<file path="config.mk">
export PLATFORM = sky130hd
export DESIGN_NAME = power_down_wake_controller
export DESIGN_NICKNAME = d
export VERILOG_FILES = /design/src/pdwake_pkg.sv /design/src/power_down_wake_controller.sv
export SDC_FILE = /design/constraint.sdc
export NUM_CORES = 1
export LEC_CHECK = 0
export BUFFER_PORTS_ARGS = -buffer_cell sky130_fd_sc_hd__buf_2
export CORE_MARGIN = 2
export CORE_UTILIZATION = 46
export CTS_CLUSTER_DIAMETER = 120
export DETAILED_ROUTE_END_ITERATION = 10
export PLACE_DENSITY = 0.84
export SKIP_LAST_GASP = 1
export SLEW_MARGIN = 15
export SYNTH_ARGS = -nofsm -noshare
export SYNTH_HDL_FRONTEND = slang
export SYNTH_SLANG_ARGS = --single-unit
export TNS_END_PERCENT = 100
</file>
<file path="constraint.sdc">
create_clock -name mclk_i -period 4 [get_ports mclk_i]
set_input_delay 0.2 -clock mclk_i [delete_from_list [all_inputs] [get_ports mclk_i]]
set_output_delay 0.2 -clock mclk_i [all_outputs]
set_load 0.03 [all_outputs]
</file>
<file path="src/pdwake_pkg.sv">
// package: constants and carriers for the power-down / wake controller
// assumes: one clock domain, mclk_i at 125 MHz
package pdwake_pkg;
  localparam logic [7:0] OP_CLK_GATE = 8'h01;
  localparam logic [7:0] OP_OSC_STOP = 8'h82;
  localparam logic [7:0] OP_PORT_FLOAT = 8'hA2;
  localparam logic [7:0] OP_ALL_FLOAT = 8'hC2;
  localparam logic [7:0] OP_FLOAT_RELEASE = 8'hE2;
  localparam logic [1:0] WAKE_STROBES = 2'h2;
  localparam logic [2:0] VEC_RESET = 3'h0;
  localparam logic [2:0] VEC_EXT_IRQ = 3'h3;
  localparam logic [31:0] REG_CTRL = 32'h0000_0000;
  localparam logic [31:0] REG_STATUS = 32'h0000_0004;
  localparam logic [31:0] REG_INSTR = 32'h0000_0008;
  localparam logic [31:0] REG_BUS_LATCH = 32'h0000_000C;
  localparam int CTRL_IRQ_EN = 0;
  localparam int CTRL_IN_ISR = 1;
  localparam int CTRL_EXT_ROM = 2;

  typedef enum logic [3:0] {
    ST_RUN = 4'h1,
    ST_CLK_GATED = 4'h2,
    ST_OSC_STOPPED = 4'h4,
    ST_SOFT_WAIT = 4'h8
  } pd_state_t;

  typedef struct packed {
    logic core_clk_en;
    logic osc_en;
    logic cpu_hold;
    logic ss_pulldown;
    logic float_p1;
    logic [7:0] float_p2;
    logic float_bus;
    logic float_ctrl;
    logic float_strobes;
  } pin_ctl_t;

  typedef struct packed {
    pd_state_t st;
    logic irq_en;
    logic in_isr;
    logic ext_rom;
    logic port_flt;
    logic all_flt;
    logic hw_pd;
    logic [1:0] int_cnt;
    logic [1:0] rst_cnt;
    logic wake_is_rst;
    logic take_irq;
    logic take_rst;
    logic [7:0] bus_latch;
    logic [31:0] rdata;
    logic rvalid;
  } state_t;
endpackage : pdwake_pkg

</file>
<file path="src/power_down_wake_controller.sv">
// power-down sequencer with avalon-mm register slave
// assumes: pins sampled on mclk_i; osc_running_i reports oscillator output;
// ale_pulse_i is one cycle per address-latch strobe
// Function
// - clock-gate op keeps osc, stops cpu clock
// - clock-gate exit resumes without osc wait
// - osc-stop op halts oscillator and cpu
// - osc-stop exit waits for soft-start pin, except after a reset wake
// - port-float op floats ports per rom mode
// - all-float op floats all outputs per mode
// - float persists through following clock stop
// - irq enabled int low wakes, vectors 3
// - wake inside isr resumes next instruction
// - irq disabled int low resumes next instruction
// - reset low wakes, resets to address 0
// - power-down pin low stops osc, floats io
// - pin rise with reset low resets
// - pin rise with int low vectors 3
// - hardware pd in isr resumes next
// - pin rise, int low, irq off resumes
// - pin rise, pins high resumes in place
// - soft-start pulldown while osc stopped
// - bus latch separate from address latch
// - release op, int low, reset low unfloat
//
// The implementer's own choices: the Avalon-MM slave port and the register offsets.
`timescale 1ns/10ps
module power_down_wake_controller (
  input wire logic mclk_i,
  input wire logic resetn_i,
  input wire logic [31:0] avs_address_i,
  input wire logic avs_read_i,
  input wire logic avs_write_i,
  input wire logic [31:0] avs_writedata_i,
  input wire logic [3:0] avs_byteenable_i,
  output logic [31:0] avs_readdata_o,
  output logic avs_waitrequest_o,
  input wire logic [7:0] instr_i,
  input wire logic instr_valid_i,
  input wire logic int_n_i,
  input wire logic reset_pin_n_i,
  input wire logic pd_pin_n_i,
  input wire logic ss_pin_high_i,
  input wire logic osc_running_i,
  input wire logic ale_pulse_i,
  input wire logic [7:0] rom_addr_i,
  input wire logic rom_addr_load_i,
  output pdwake_pkg::pin_ctl_t pin_ctl_o,
  output logic [7:0] bus_port_o,
  output logic cpu_irq_o,
  output logic cpu_reset_o,
  output logic [2:0] cpu_vector_o,
  output logic power_state_output
);
  pdwake_pkg::state_t s_q;
  pdwake_pkg::state_t s_d;
  logic int_async_n;
  logic rst_async_n;
  logic wake_any;
  logic [7:0] rom_addr_q;
  logic stopped;
  logic flt_any;
  logic [7:0] flt_p2;

  // level detection is purely combinational: no clock edge needed
  assign int_async_n = int_n_i;
  assign rst_async_n = reset_pin_n_i;
  assign stopped = s_q.st != pdwake_pkg::ST_RUN;
  assign wake_any = !int_async_n || !rst_async_n;

  always_comb begin
    s_d = s_q;
    s_d.take_irq = 1'b0;
    s_d.take_rst = 1'b0;
    s_d.rvalid = 1'b0;
    if (instr_valid_i && s_q.st == pdwake_pkg::ST_RUN && !s_q.hw_pd) begin
      case (instr_i)
        pdwake_pkg::OP_CLK_GATE: s_d.st = pdwake_pkg::ST_CLK_GATED;
        pdwake_pkg::OP_OSC_STOP: s_d.st = pdwake_pkg::ST_OSC_STOPPED;
        pdwake_pkg::OP_PORT_FLOAT: s_d.port_flt = 1'b1;
        pdwake_pkg::OP_ALL_FLOAT: s_d.all_flt = 1'b1;
        pdwake_pkg::OP_FLOAT_RELEASE: begin
          s_d.port_flt = 1'b0;
          s_d.all_flt = 1'b0;
        end
        default: ;
      endcase
    end
    if (!pd_pin_n_i) begin
      s_d.hw_pd = 1'b1;
      s_d.st = pdwake_pkg::ST_OSC_STOPPED;
    end
    // floats persist across clock stop, cleared by wake levels or the release op
    if (wake_any) begin
      s_d.port_flt = 1'b0;
      s_d.all_flt = 1'b0;
    end
    case (s_q.st)
      pdwake_pkg::ST_RUN: ;
      pdwake_pkg::ST_CLK_GATED: begin
        if (wake_any) begin
          s_d.st = pdwake_pkg::ST_RUN;
          s_d.wake_is_rst = !rst_async_n;
        end
      end
      pdwake_pkg::ST_OSC_STOPPED: begin
        if (pd_pin_n_i && (wake_any || s_q.hw_pd)) begin
          s_d.hw_pd = 1'b0;
          s_d.wake_is_rst = !rst_async_n;
          s_d.st = pdwake_pkg::ST_SOFT_WAIT;
        end
      end
      pdwake_pkg::ST_SOFT_WAIT: begin
        // reset wake skips the soft-start pin but still waits for osc_running_i
        if (osc_running_i && (ss_pin_high_i || s_q.wake_is_rst)) begin
          s_d.st = pdwake_pkg::ST_RUN;
        end
      end
      default: s_d.st = pdwake_pkg::ST_RUN;
    endcase
    // count strobes while each wake level stays low
    if (!int_async_n) begin
      if (ale_pulse_i && s_q.int_cnt != pdwake_pkg::WAKE_STROBES) begin
        s_d.int_cnt = s_q.int_cnt + 2'h1;
      end
    end else begin
      s_d.int_cnt = 2'h0;
    end
    if (!rst_async_n) begin
      if (ale_pulse_i && s_q.rst_cnt != pdwake_pkg::WAKE_STROBES) begin
        s_d.rst_cnt = s_q.rst_cnt + 2'h1;
      end
    end else begin
      s_d.rst_cnt = 2'h0;
    end
    if (s_d.rst_cnt == pdwake_pkg::WAKE_STROBES && s_q.rst_cnt != pdwake_pkg::WAKE_STROBES) begin
      s_d.take_rst = 1'b1;
      s_d.irq_en = 1'b0;
      s_d.in_isr = 1'b0;
    end else if (s_d.int_cnt == pdwake_pkg::WAKE_STROBES && s_q.int_cnt != pdwake_pkg::WAKE_STROBES) begin
      // disabled or in-isr: resume at next instruction, no vector
      s_d.take_irq = s_q.irq_en && !s_q.in_isr;
    end
    if (avs_write_i) begin
      if (avs_address_i == pdwake_pkg::REG_CTRL && avs_byteenable_i[0]) begin
        s_d.irq_en = avs_writedata_i[pdwake_pkg::CTRL_IRQ_EN];
        s_d.in_isr = avs_writedata_i[pdwake_pkg::CTRL_IN_ISR];
        s_d.ext_rom = avs_writedata_i[pdwake_pkg::CTRL_EXT_ROM];
      end
      if (avs_address_i == pdwake_pkg::REG_BUS_LATCH && avs_byteenable_i[0]) begin
        s_d.bus_latch = avs_writedata_i[7:0];
      end
    end
    // one wait state per read, so a back-to-back read fetches afresh
    if (avs_read_i && !s_q.rvalid) begin
      s_d.rvalid = 1'b1;
      case (avs_address_i)
        pdwake_pkg::REG_CTRL: s_d.rdata = {29'h0, s_q.ext_rom, s_q.in_isr, s_q.irq_en};
        pdwake_pkg::REG_STATUS: s_d.rdata = {24'h0, s_q.hw_pd, s_q.all_flt, s_q.port_flt, 1'b0, s_q.st};
        pdwake_pkg::REG_BUS_LATCH: s_d.rdata = {24'h0, s_q.bus_latch};
        default: s_d.rdata = 32'h0000_0000;
      endcase
    end
  end

  always_ff @(posedge mclk_i or negedge resetn_i) begin
    if (!resetn_i) begin
      s_q <= '{st: pdwake_pkg::ST_RUN, default: '0};
      rom_addr_q <= 8'h00;
    end else begin
      s_q <= s_d;
      if (rom_addr_load_i) begin
        rom_addr_q <= rom_addr_i;
      end
    end
  end

  assign avs_waitrequest_o = avs_read_i && !s_q.rvalid;
  assign avs_readdata_o = s_q.rdata;

  assign flt_any = s_q.port_flt || s_q.all_flt;

  // upper port two nibble floats in both modes, lower nibble only with internal rom or under the power-down pin
  for (genvar b = 0; b < 8; b = b + 1) begin : g_p2_float
    if (b >= 4) begin : g_hi
      assign flt_p2[b] = flt_any || s_q.hw_pd;
    end else begin : g_lo
      assign flt_p2[b] = (flt_any && !s_q.ext_rom) || s_q.hw_pd;
    end
  end

  always_comb begin
    pin_ctl_o.core_clk_en = s_q.st == pdwake_pkg::ST_RUN;
    pin_ctl_o.osc_en = !(s_q.st == pdwake_pkg::ST_OSC_STOPPED);
    pin_ctl_o.cpu_hold = stopped;
    pin_ctl_o.ss_pulldown = s_q.st == pdwake_pkg::ST_OSC_STOPPED;
    pin_ctl_o.float_p1 = flt_any || s_q.hw_pd;
    pin_ctl_o.float_p2 = flt_p2;
    pin_ctl_o.float_bus = (flt_any && !s_q.ext_rom) || s_q.hw_pd;
    pin_ctl_o.float_ctrl = s_q.all_flt || s_q.hw_pd;
    pin_ctl_o.float_strobes = (s_q.all_flt && !s_q.ext_rom) || s_q.hw_pd;
  end

  assign bus_port_o = s_q.ext_rom ? rom_addr_q : s_q.bus_latch;
  assign cpu_irq_o = s_q.take_irq;
  assign cpu_reset_o = s_q.take_rst;
  assign cpu_vector_o = s_q.take_rst ? pdwake_pkg::VEC_RESET : pdwake_pkg::VEC_EXT_IRQ;
  assign power_state_output = stopped;
endmodule : power_down_wake_controller

</file>
# --- Word-level counts from Yosys, hierarchy flattened ---
# Cells that the tools add are included.
word_totals:
  mem_bits_ro: 0
  elab_cells: 106
  memories: 0
  latchBits: 0
  ramBits: 0
  ff_bits: 42
  out_inout_bits: 63
  inputBits: 96
classes:
  div: 0
  n_reduce_logical: 39
  n_lt_le_gt_ge: 0
  n_mul: 0
  shift: 0
  n_eq_ne: 18
  n_bitwise: 0
  n_addsub: 2
  muxes: 31
op_table:
  columns: ["op", "count"]
  rows:
  - ["32-bit by 3-bit equality test with 1-bit output (second input constant)", 1]
  - ["32-bit by 4-bit equality test with 1-bit output (second input constant)", 1]
  - ["8-bit equality test (second input constant)", 4]
  - ["32-bit logical NOT", 1]
  - ["8-bit case mux with 3 select lines", 1]
  - ["4-bit two-way mux", 5]
  - ["2-bit two-way mux", 8]
  - ["4-bit case mux with 4 select lines", 1]
  - ["1-bit logical AND", 14]
  - ["1-bit two-way mux", 9]
  - ["8-bit by 1-bit equality test with 1-bit output (second input constant)", 1]
  - ["1-bit logical OR", 8]
  - ["8-bit two-way mux", 1]
  - ["4-bit case mux with 2 select lines", 1]
  - ["2-bit AND reduction", 4]
  - ["1-bit logical NOT", 7]
  - ["3-bit two-way mux", 2]
  - ["2-bit inequality test (second input constant)", 3]
  - ["1-bit case mux with 2 select lines", 3]
  - ["3-bit nonzero test", 2]
  - ["2-bit by 1-bit adder with 2-bit output (second input constant)", 2]
  - ["2-bit equality test (second input constant)", 2]
  - ["4-bit by 1-bit equality test with 1-bit output (second input constant)", 1]
  - ["4-bit by 2-bit equality test with 1-bit output (second input constant)", 1]
  - ["other kinds (6)", 7]

# --- Depth between registers and ports, before layout ---
# Gate-level depths: netlist (run 1).
logic_depth:
  depth_word: 9
  mapped_depth: 6
  depth_no_buf: 6

# --- Worst setup path before layout (run 1) ---
# No wires, ideal clock.
synth_timing:
  path_type: "register to output"
  from: "reg s_q[54] in the netlist's numbering"
  to: "out pin_ctl_o[13] in the netlist's numbering"
  path_stages_with_launch: 4
  n_path_buf: 1
  slack_ps: 1244
  arrival_ps: 2556
  path_cell_list: "dfstp_2 -> nor4b_1 -> inv_1 -> buf_4"
synth_via:
  elab_chain_cells: 1
synth_rtl:
  columns: ["item", "line", "rtl"]
  rows:
  - ["start: declaration", "power_down_wake_controller.sv:55", "pdwake_pkg::state_t s_q;"]
  - ["start signal: assignment", "power_down_wake_controller.sv:168", "s_q <= '{st: pdwake_pkg::ST_RUN, default: '0};"]
  - ["start signal: assignment", "power_down_wake_controller.sv:171", "s_q <= s_d;"]
  - ["4-bit by 1-bit inequality test with 1-bit output", "power_down_wake_controller.sv:68", "assign stopped = s_q.st != pdwake_pkg::ST_RUN;"]
  - ["end: declaration", "power_down_wake_controller.sv:48", "output pdwake_pkg::pin_ctl_t pin_ctl_o,"]
# No other way between the ends.

==> results of run 1 <==
==> cell families after synthesis <==
logic type,Yosys count,synth area share (%)
AOI/OAI and AO/OA,42,11.1
xor gates and xnor gates,2,0.710
adders and majority gates,2,1.01
buffers and inverters,69,17.0
DFF,42,42.6
muxes,23,10.4
other,1,0.152
and+or+nand+nor,71,17.0
==> per-layer routing <==
metal,share of wire [%],track usage [%]
met4,0.62,5.54
met2,52,32.2
met5,0,0
met3,6.7,3.53
met1,41,23.4
==> worst max-delay path, delay by kind of cell, from the launching register on <==
family / cells / cell delay (ps)
buffers and inverters: 2 / 440
flip-flops: 1 / 470
AND/OR/NAND/NOR: 1 / 700
==> state kept, by name (all words and copies together) (netlist names) <==
register,flops
cpu_irq_o,1
s_q,24
rom_addr_q,8
avs_readdata_o,8
cpu_reset_o,1
==> synth_stat cells, types with 2 or more instances <==
cell type | instances | area share [%]
nand3_1 | 3 | 0.61
inv_1 | 20 | 3.0
nand2_1 | 22 | 3.3
nor3_1 | 2 | 0.41
a31oi_1 | 3 | 0.76
nor4b_1 | 2 | 0.71
o41ai_1 | 2 | 0.71
a21oi_1 | 5 | 1.0
clkbuf_1 | 6 | 0.91
a22oi_1 | 3 | 0.91
mux2_2 | 21 | 9.6
nand4_1 | 3 | 0.76
nor4_1 | 9 | 2.3
o31ai_1 | 3 | 0.91
buf_4 | 43 | 13
nor2b_1 | 2 | 0.51
xnor2_1 | 2 | 0.71
nor2_1 | 9 | 1.4
mux2i_1 | 2 | 0.81
dfrtp_1 | 41 | 42
o221ai_1 | 4 | 1.4
o21ai_0 | 15 | 3.0
ha_1 | 2 | 1.0
and4_1 | 3 | 1.1
nor3b_1 | 3 | 0.91
nand2b_1 | 2 | 0.51
==> per-stage QoR <==
stage / hold slack [ps] / utilization [%] / cell area [um2] / setup WS [ps] / std cells
2_1_floorplan: -95.6 / - / 2560 / 1240 / 276
3_3_place_gp: 376 / 55.1 / 2830 / 1960 / 403
3_5_place_dp: 388 / 55.1 / 2830 / 1900 / 403
4_1_cts: 63.2 / 57.2 / 2940 / 1900 / 411
5_1_grt: 117 / 57.2 / 2940 / 1770 / 411
6_report: 36.5 / 57.2 / 2940 / 1900 / 411
==> power by group through the flow <==
stage               Combinational (mW)  Sequential [mW]  Clock, mW
floorplan                        0.341            0.491          0
global placement                 0.403            0.497          0
detailed placement               0.412            0.500          0
CTS                              0.414            0.491      0.341
global route                     0.446            0.496      0.359
finish                           0.410            0.493      0.332
==> worst paths after layout <==
check                                         end  slack (ps)  cells after the start
worst max-delay path                pin_ctl_o[12]        1900                      3
worst min-delay path                rom_addr_q[5]          40                      1
worst max register to register            s_q[49]        2030                      4
worst min register to register  avs_readdata_o[0]         480                      2
max in group asynchronous                  s_q[0]        3390                      1
min in group mclk_i                 rom_addr_q[0]         130                      2
==> final cells by class <==
type	count	share of cell area, %
multi-input combinational	165	36.9
sequential	42	35.8
timing repair buffer	106	18.0
tap	70	2.98
inverter	20	2.55
clock buffer	6	2.47
clock inverter	2	1.28
==> results.md, run 1 <==
* Share of power burned in registers at 39.9%
* Crit path time final at 2100 ps
* Slew headroom at 38.7%
* Final HPWL DP at between 4 and 5 mm
* Critical path type: flop to primary output
* Cell Area, Synth at 2470 um2
* Final period util at 52.5%
* Storage cell area at 1050 um2
* CTS Buf Count at 5
* Largest net degree at the start of global routing at 43
* Core ar. at 5140 um2
* Post-CTS Setup Bufs at 0
* First-pass GRT wire length at 9.00 mm
* N_diodes at 0
* CTS root buffer: clkbuf_8
* Syn_area_per_cell at between 9 and 10 um2
* Starting Density at 48.0%
* CTS tree: done
* Die Y at between 70 and 80 um
* Wire per inst at 13.3 um
* RSZ-0062 raised after global routing: no
* Clock Tree Buf Depth at 2
* CTS H-tree lvls at 2
* Std cell rows at 26
* Commonest non-fill, non-tap cell in the layout: buf_2
* Cts hold-fix bufs at 0
* Multi-input gate area at ~1100 um2
* Post-CTS sizing at 0
* FMAX at 0.476 GHz
* Worst skew pair latency at 290 ps
* CP max stage cell: or4b_2
* Critical Path Max Stage Delay at 700 ps
* Maximum VDD drop at 250 uV
* Synthesis-to-layout area growth at 19.2%
* Pwr dens at 420 nW/um2
* Number of fill cells in the layout at 469
* Drt total wl at about 5.5 mm
* Seq/Total Area, Yosys at between 40% and 50%
* Logic pwr share at 33.2%
* WP data arrival at 1900 ps
* Critical path cell sequence: or4b_2 -> inv_1 -> buf_2
* Switch share at 37.4%
* Critical Path RT at about 3800 ps
* Top FF cell, synth: dfrtp_1
* Final setup fails at 0
* Final Hold Violating Endpoints at 0
* Yosys reg bits at 42
* Psw at 0.462 mW
* Most frequent cells in the layout: buf_2 (106), dfrtp_1 (41), conb_1 (25)
* Worst Tran Pin Value at 920 ps
* Max cap viols at 0
* Final ANT Viol Nets at 0
* Number of synthesized flops with an enable pin at 0
* Routability congestion estimate at 0.812
* RR Startpoint: s_q[54]
* DR vias at 2087
* Initial DRT Pass Iterations at 4
* Layout cell share with drive strength beyond 1 at 40.5%
* Die width at between 70 and 80 um
* Post-synthesis async set-or-reset flop share at 100%
* Vias in the first global route at around 2000
* Port bufs at 106
* Synth Instances at 252
* Lkg Pwr at 1.46 nW
* Yosys warning count at 0
* HP Class: input pin to asynchronous set/reset pin
* Yosys cell types at 46
* Io pins at 159
* Tot Pwr at 1.23 mW
* CTS clk-pin slew, worst paths at 80 ps
* Critical path startpoint category: flop
* Crit end category: primary output
* Clk pwr share at 26.9%
* Initial DRC count at 116
* Global-route total usage across every layer at approximately 19%
* Critical-path maximum fanout at 8
* Clock sinks at 42
* Sum Neg Setup Slack at 0 ps
* GR Overflow Total at 0
* DRC viols at 0
* Nets@finish at 438
* Status: complete, no violations
* Antenna violations before repair at 0
* Slew Viols, Final at 0
* Crit. Startpoint: s_q[57]
* Final Skew at 6.02 ps
* Via density at 5.08
* Die area at 5970 um2
* Pint at 0.773 mW
Note: power is estimated with default switching activity, not from simulation.
==> run 2, diff against run 1 <==
Settings changed: CORE_UTILIZATION 46 to 43, PLACE_DENSITY 0.84 to 0.79.
Clock period 4 ns to 2.15 ns, I/O delays scaled along.
==> run 2 against run 1 <==
Against the previous run: flip-flop and latch count unchanged; critical path type unchanged; sequential share of layout area down 0.50 points; cell area grew 1.4%; global-route usage is 0.89 points lower; largest cell class unchanged; clock power rose by 83%; die area grew 6.6%; total power grew 85%; setup slack lost 1800 ps; sequential power is 86% higher.
==> results.md, run 2 (synthesized netlist as in run 1, its figures left out) <==
* Status: complete, no violations
* N_diodes at 0
* Sum Neg Setup Slack at 0 ps
* Layout cell share with drive strength beyond 1 at 41.2%
* CTS root buffer: clkbuf_8
* Critical path type: flop to primary output
* CTS Buf Count at 5
* Commonest non-fill, non-tap cell in the layout: buf_2
* Post-CTS Setup Bufs at 0
* Number of fill cells in the layout at 519
* Synthesis-to-layout area growth at 20.8%
* Global-route total usage across every layer at 17.6%
* GR Overflow Total at 0
* Switch share at a little under two fifths
* Pre-CTS setup slack at between 200 and 300 ps
* CP max stage cell: or4b_2
* Drt total wl at 5.41 mm
* Finished Layout Cells at 417
* Critical Path RT at 2040 ps
* WP data arrival at about 1900 ps
* DR vias at 2073
* Core ar. at 5540 um2
* Slew Viols, Final at 0
* Vias in the first global route at 2014
* Final ANT Viol Nets at 0
* First-pass GRT wire length at 8.96 mm
* Lkg Pwr at 1.48 nW
* Largest register FFs at 24
* Psw at 0.844 mW
* Final WS setup at 149 ps
* Port bufs at between 100 and 150
* Critical path startpoint category: flop
* Most flop-heavy register: s_q
* Crit end category: primary output
* HP Class: input pin to flop
* Die Y at approximately 80 um
* Worst Tran Pin Value at 927 ps
* Final Hold Violating Endpoints at 0
* CTS clk-pin slew, worst paths at 80 ps
* Worst skew pair latency at a little under 300 ps
* Antenna violations before repair at 0
* Initial DRC count at 98
* Std cell rows at 27
* Pwr dens at 768 nW/um2
* Initial DRT Pass Iterations at 5
* Maximum VDD drop at 545 uV
* RSZ-0062 raised after global routing: no
* DRC viols at 0
* Max cap viols at 0
* Final instance area at 2980 um2
* Critical path cell sequence: or4b_2 -> inv_1 -> buf_2
* Logic pwr share at about a third
* CTS H-tree lvls at 2
* CTS tree: done
* Starting Density at between 40 and 50%
* Nets@finish at 442
* Io pins at 159
* Clock sinks at 42
* Wire per inst at 13.0 um
* Post-CTS sizing at 0
* Final setup fails at 0
* Dpl cells at 408
* Die width at 79.8 um
* Final HPWL DP at between 4 and 5 mm
* Share of power burned in registers at 39.9%
* Dpl cell area at 2860 um2
* Most frequent cells in the layout: buf_2 (106), dfrtp_1 (41), conb_1 (25)
* Tot Pwr at around 2.3 mW
* Critical Path Max Stage Delay at slightly above 700 ps
* Clock Tree Buf Depth at 2
* Via density at between 4 and 5
* Pint at 1.45 mW
* Critical-path maximum fanout at 7
* Largest net degree at the start of global routing at 43
* Cts hold-fix bufs at 1
* Slew headroom at 38.2%
* FMAX at 0.500 GHz
* Die area at 6360 um2
* Finished Core Util at 53.8%
* Final period util at 93.1%
* Final Skew at 7.99 ps
* Hold_ws at about 52 ps
* Routability congestion estimate at 0.854
* Crit path time final at ~2000 ps
* Clk pwr share at 26.5%
[run 2: changes by cell type in the layout (fill, tap and decap cells not counted)]
cell,before,now
buf_4,0,3
a21boi_0,1,0
a21boi_1,0,1
dlygate4sd3_1,0,1
nor4b_1,2,1
nor4b_2,1,2
[run 2: worst paths after layout]
kind	from	endpoint	slack [ps]	cells after the start
max in group asynchronous	resetn_i	avs_readdata_o[2]	1060	2
max reg2reg	s_q[44]	cpu_irq_o	310	6
min reg2reg	avs_readdata_o[0]	avs_readdata_o[0]	490	2
min in group asynchronous	resetn_i	rom_addr_q[5]	510	2
max	s_q[55]	pin_ctl_o[12]	150	3
min	avs_writedata_i[5]	s_q[38]	50	2
[run 2: power by group through the flow]
stage | Combinational, mW | Clock, mW | Sequential [mW]
floorplan | 0.639 | 0 | 0.916
global placement | 0.755 | 0 | 0.928
detailed placement | 0.770 | 0 | 0.931
CTS | 0.772 | 0.623 | 0.915
global route | 0.833 | 0.660 | 0.926
finish | 0.769 | 0.606 | 0.915
[run 2: area by class of cell]
type | count | area (um2) | area share, %
Multi-Input combinational cell | 165 | 1090 | 36.6
Sequential cell | 42 | 1050 | 35.3
Timing Repair Buffer | 110 | 563 | 18.9
Tap cell | 72 | 90.1 | 3.02
Inverter | 20 | 75.1 | 2.52
Clock buffer | 6 | 72.6 | 2.43
Clock inverter | 2 | 37.5 | 1.26
[run 2: critical path: cells and delay by family, from the launching register on]
kind                   cells  cell delay, ps
flip-flops                 1             460
AND/OR/NAND/NOR            1             720
buffers and inverters      2             440
[run 2: routing by layer]
layer | track usage, % | vias to the layer above | part of all wire [%]
met5 | 0 | - | 0
met3 | 4.64 | 6 | 7.4
met2 | 31.2 | 84 | 50
li1 | - | 1010 | -
met1 | 21.4 | 973 | 42
met4 | 4.41 | 0 | 0.79
==> run 3, diff against run 2 <==
Settings changed: CORE_ASPECT_RATIO set to 0.75.
==> run 3 against run 2 <==
Against the previous run: critical endpoint unchanged; total power rose by 0.28%; hold slack worse by 8.9 ps; cell area rose by 0.34%; clock power is essentially flat; highest routed layer unchanged; maximum frequency rose by 0.25%; critical path type unchanged; critical path depth stayed put; clock skew down 1.9 ps; sequential power about the same; non-clock buffer count rose by 1; sequential share of layout area fell by 0.12 points; register-to-register slack improved by 60 ps.
==> results.md, run 3 (synthesized netlist as in run 1, its figures left out) <==
* Final WS setup at 154 ps
* Wire per inst at 13.8 um
* Worst Tran Pin Value at 530 ps
* Final setup fails at 0
* Crit. Startpoint: s_q[55]
* CTS root buffer: clkbuf_8
* Lkg Pwr at 1.49 nW
* Initial DRT Pass Iterations at 4
* Critical Path Max Stage Delay at slightly above 700 ps
* Port bufs at about 110
* Core ar. at 5440 um2
* Slew headroom at about 65%
* Final Skew at 6.13 ps
* Cell family with most CP delay: simple AND/OR/NAND/NOR gates
* WP data arrival at 1890 ps
* First-pass GRT wire length at slightly above 9 mm
* Crit end category: primary output
* Gr busiest metal: met2
* Io pins at approximately 160
* Via density at 4.94
* Critical Path RT at 2040 ps
* WP depth at 3
* Reg2Reg Depth at 6
* RR Startpoint: s_q[44]
* Pre-CTS setup slack at 251 ps
* Clock Tree Buf Depth at 2
* DRC viols at 0
* Synthesis-to-layout area growth at 21.2%
* Routability congestion estimate at 0.853
* CTS clk-pin slew, worst paths at 80 ps
* Die area at about 6400 um2
* Largest register FFs at 24
* Most frequent cells in the layout: buf_2 (106), dfrtp_1 (41), conb_1 (25)
* Nets@finish at 443
* Status: complete, no violations
* Grt met1 use at 23.7%
* Initial DRC count at 86
* Final ANT Viol Nets at 0
* Final Hold Violating Endpoints at 0
* Cts hold-fix bufs at 1
* Critical path type: flop to primary output
* Critical path startpoint category: flop
* Pwr dens at approximately 770 nW/um2
* Critical Path Sink: pin_ctl_o[12]
* Crit path buf inv count at 2
* Hold_ws at around 44 ps
* Slew Viols, Final at 0
* Post-CTS sizing at 0
* Final HPWL DP at 4.72 mm
* Clock sinks at 42
* Post-CTS Setup Bufs at 0
* GR Overflow Total at 0
* Final period util at 92.8%
* N_diodes at 0
* Die width at 91.5 um
* Std cell rows at 23
* Maximum VDD drop at ~590 uV
* Vias in the first global route at 1995
* Grt met2 use at 30.6%
* Reg2reg end: cpu_irq_o
* Critical path cell sequence: or4b_2 -> inv_1 -> buf_2
* Starting Density at 45.4%
* HP Class: input pin to flop
* Max cap viols at 0
* Antenna violations before repair at 0
* Die Y at 69.6 um
* DR vias at 2078
* CTS tree: done
* Tot Pwr at 2.30 mW
* Drt total wl at roughly 5.8 mm
* Register-to-register setup slack at 370 ps
* FMAX at 0.501 GHz
* RSZ-0062 raised after global routing: no
* Global-route total usage across every layer at a little under a fifth
* Layout cell share with drive strength beyond 1 at 41.6%
* CTS H-tree lvls at 2
* Finished Core Util at between 50% and 60%
* Commonest non-fill, non-tap cell in the layout: buf_2
* Worst skew pair latency at 290 ps
* Largest net degree at the start of global routing at 36
* CTS Buf Count at 5
* Sum Neg Setup Slack at 0 ps
* Critical-path maximum fanout at 7
* Most flop-heavy register: s_q
* CP max stage cell: or4b_2
* Crit path time final at 2000 ps
* Met3 Use GR at slightly above 4%
==> run 3: metal layers <==
layer / vias to the layer above / wire length (um)
li1: 1014 / -
met1: 954 / 2590
met2: 103 / 2700
met3: 7 / 474
met4: 0 / 55
met5: - / 0
==> run 3: final cells by class <==
cell class / count / area [um2]
inverters: 20 / 75.1
flip-flops and latches: 42 / 1050
fillers: 499 / 2450
clock inverters: 3 / 40.0
multi-input cells: 165 / 1090
clock buffers: 5 / 68.8
well taps: 75 / 93.8
repair buffers: 111 / 571
==> run 3: how the worst min path moves through the flow <==
stage	from	to	slack, ps	depth (start not counted)
after floorplan	resetn_i	avs_readdata_o[0]	-190	0
after global placement	resetn_i	cpu_irq_o	-50	1
after detailed placement	resetn_i	cpu_irq_o	-50	1
after CTS	rom_addr_i[5]	rom_addr_q[5]	40	2
after global routing	rom_addr_i[0]	rom_addr_q[0]	30	2
final	rom_addr_i[5]	rom_addr_q[5]	40	2
==> run 3: power by group <==
group          total [mW]  switching (mW)  internal [mW]
Sequential          0.915          0.0581          0.856
Combinational       0.773           0.530          0.244
Clock               0.608           0.267          0.342
==> run 3: worst reg2reg max path: cells and delay by family, from the launching register on <==
| kind | cells | cell delay, ps |
|---|---|---|
| AO/OA/AOI/OAI | 1 | 470 |
| flip-flops | 1 | 370 |
| AND/OR/NAND/NOR | 2 | 320 |
| adder cells (fa/ha/maj) | 1 | 240 |
| XOR/XNOR | 1 | 180 |
| buffers and inverters | 1 | 50 |
==> run 3: through the flow <==
stage               instances  instance area (um2)
finish                    421                 2990
global placement          412                 2870
global route              421                 2990
CTS                       421                 2990
floorplan                 276                 2560
detailed placement        412                 2870
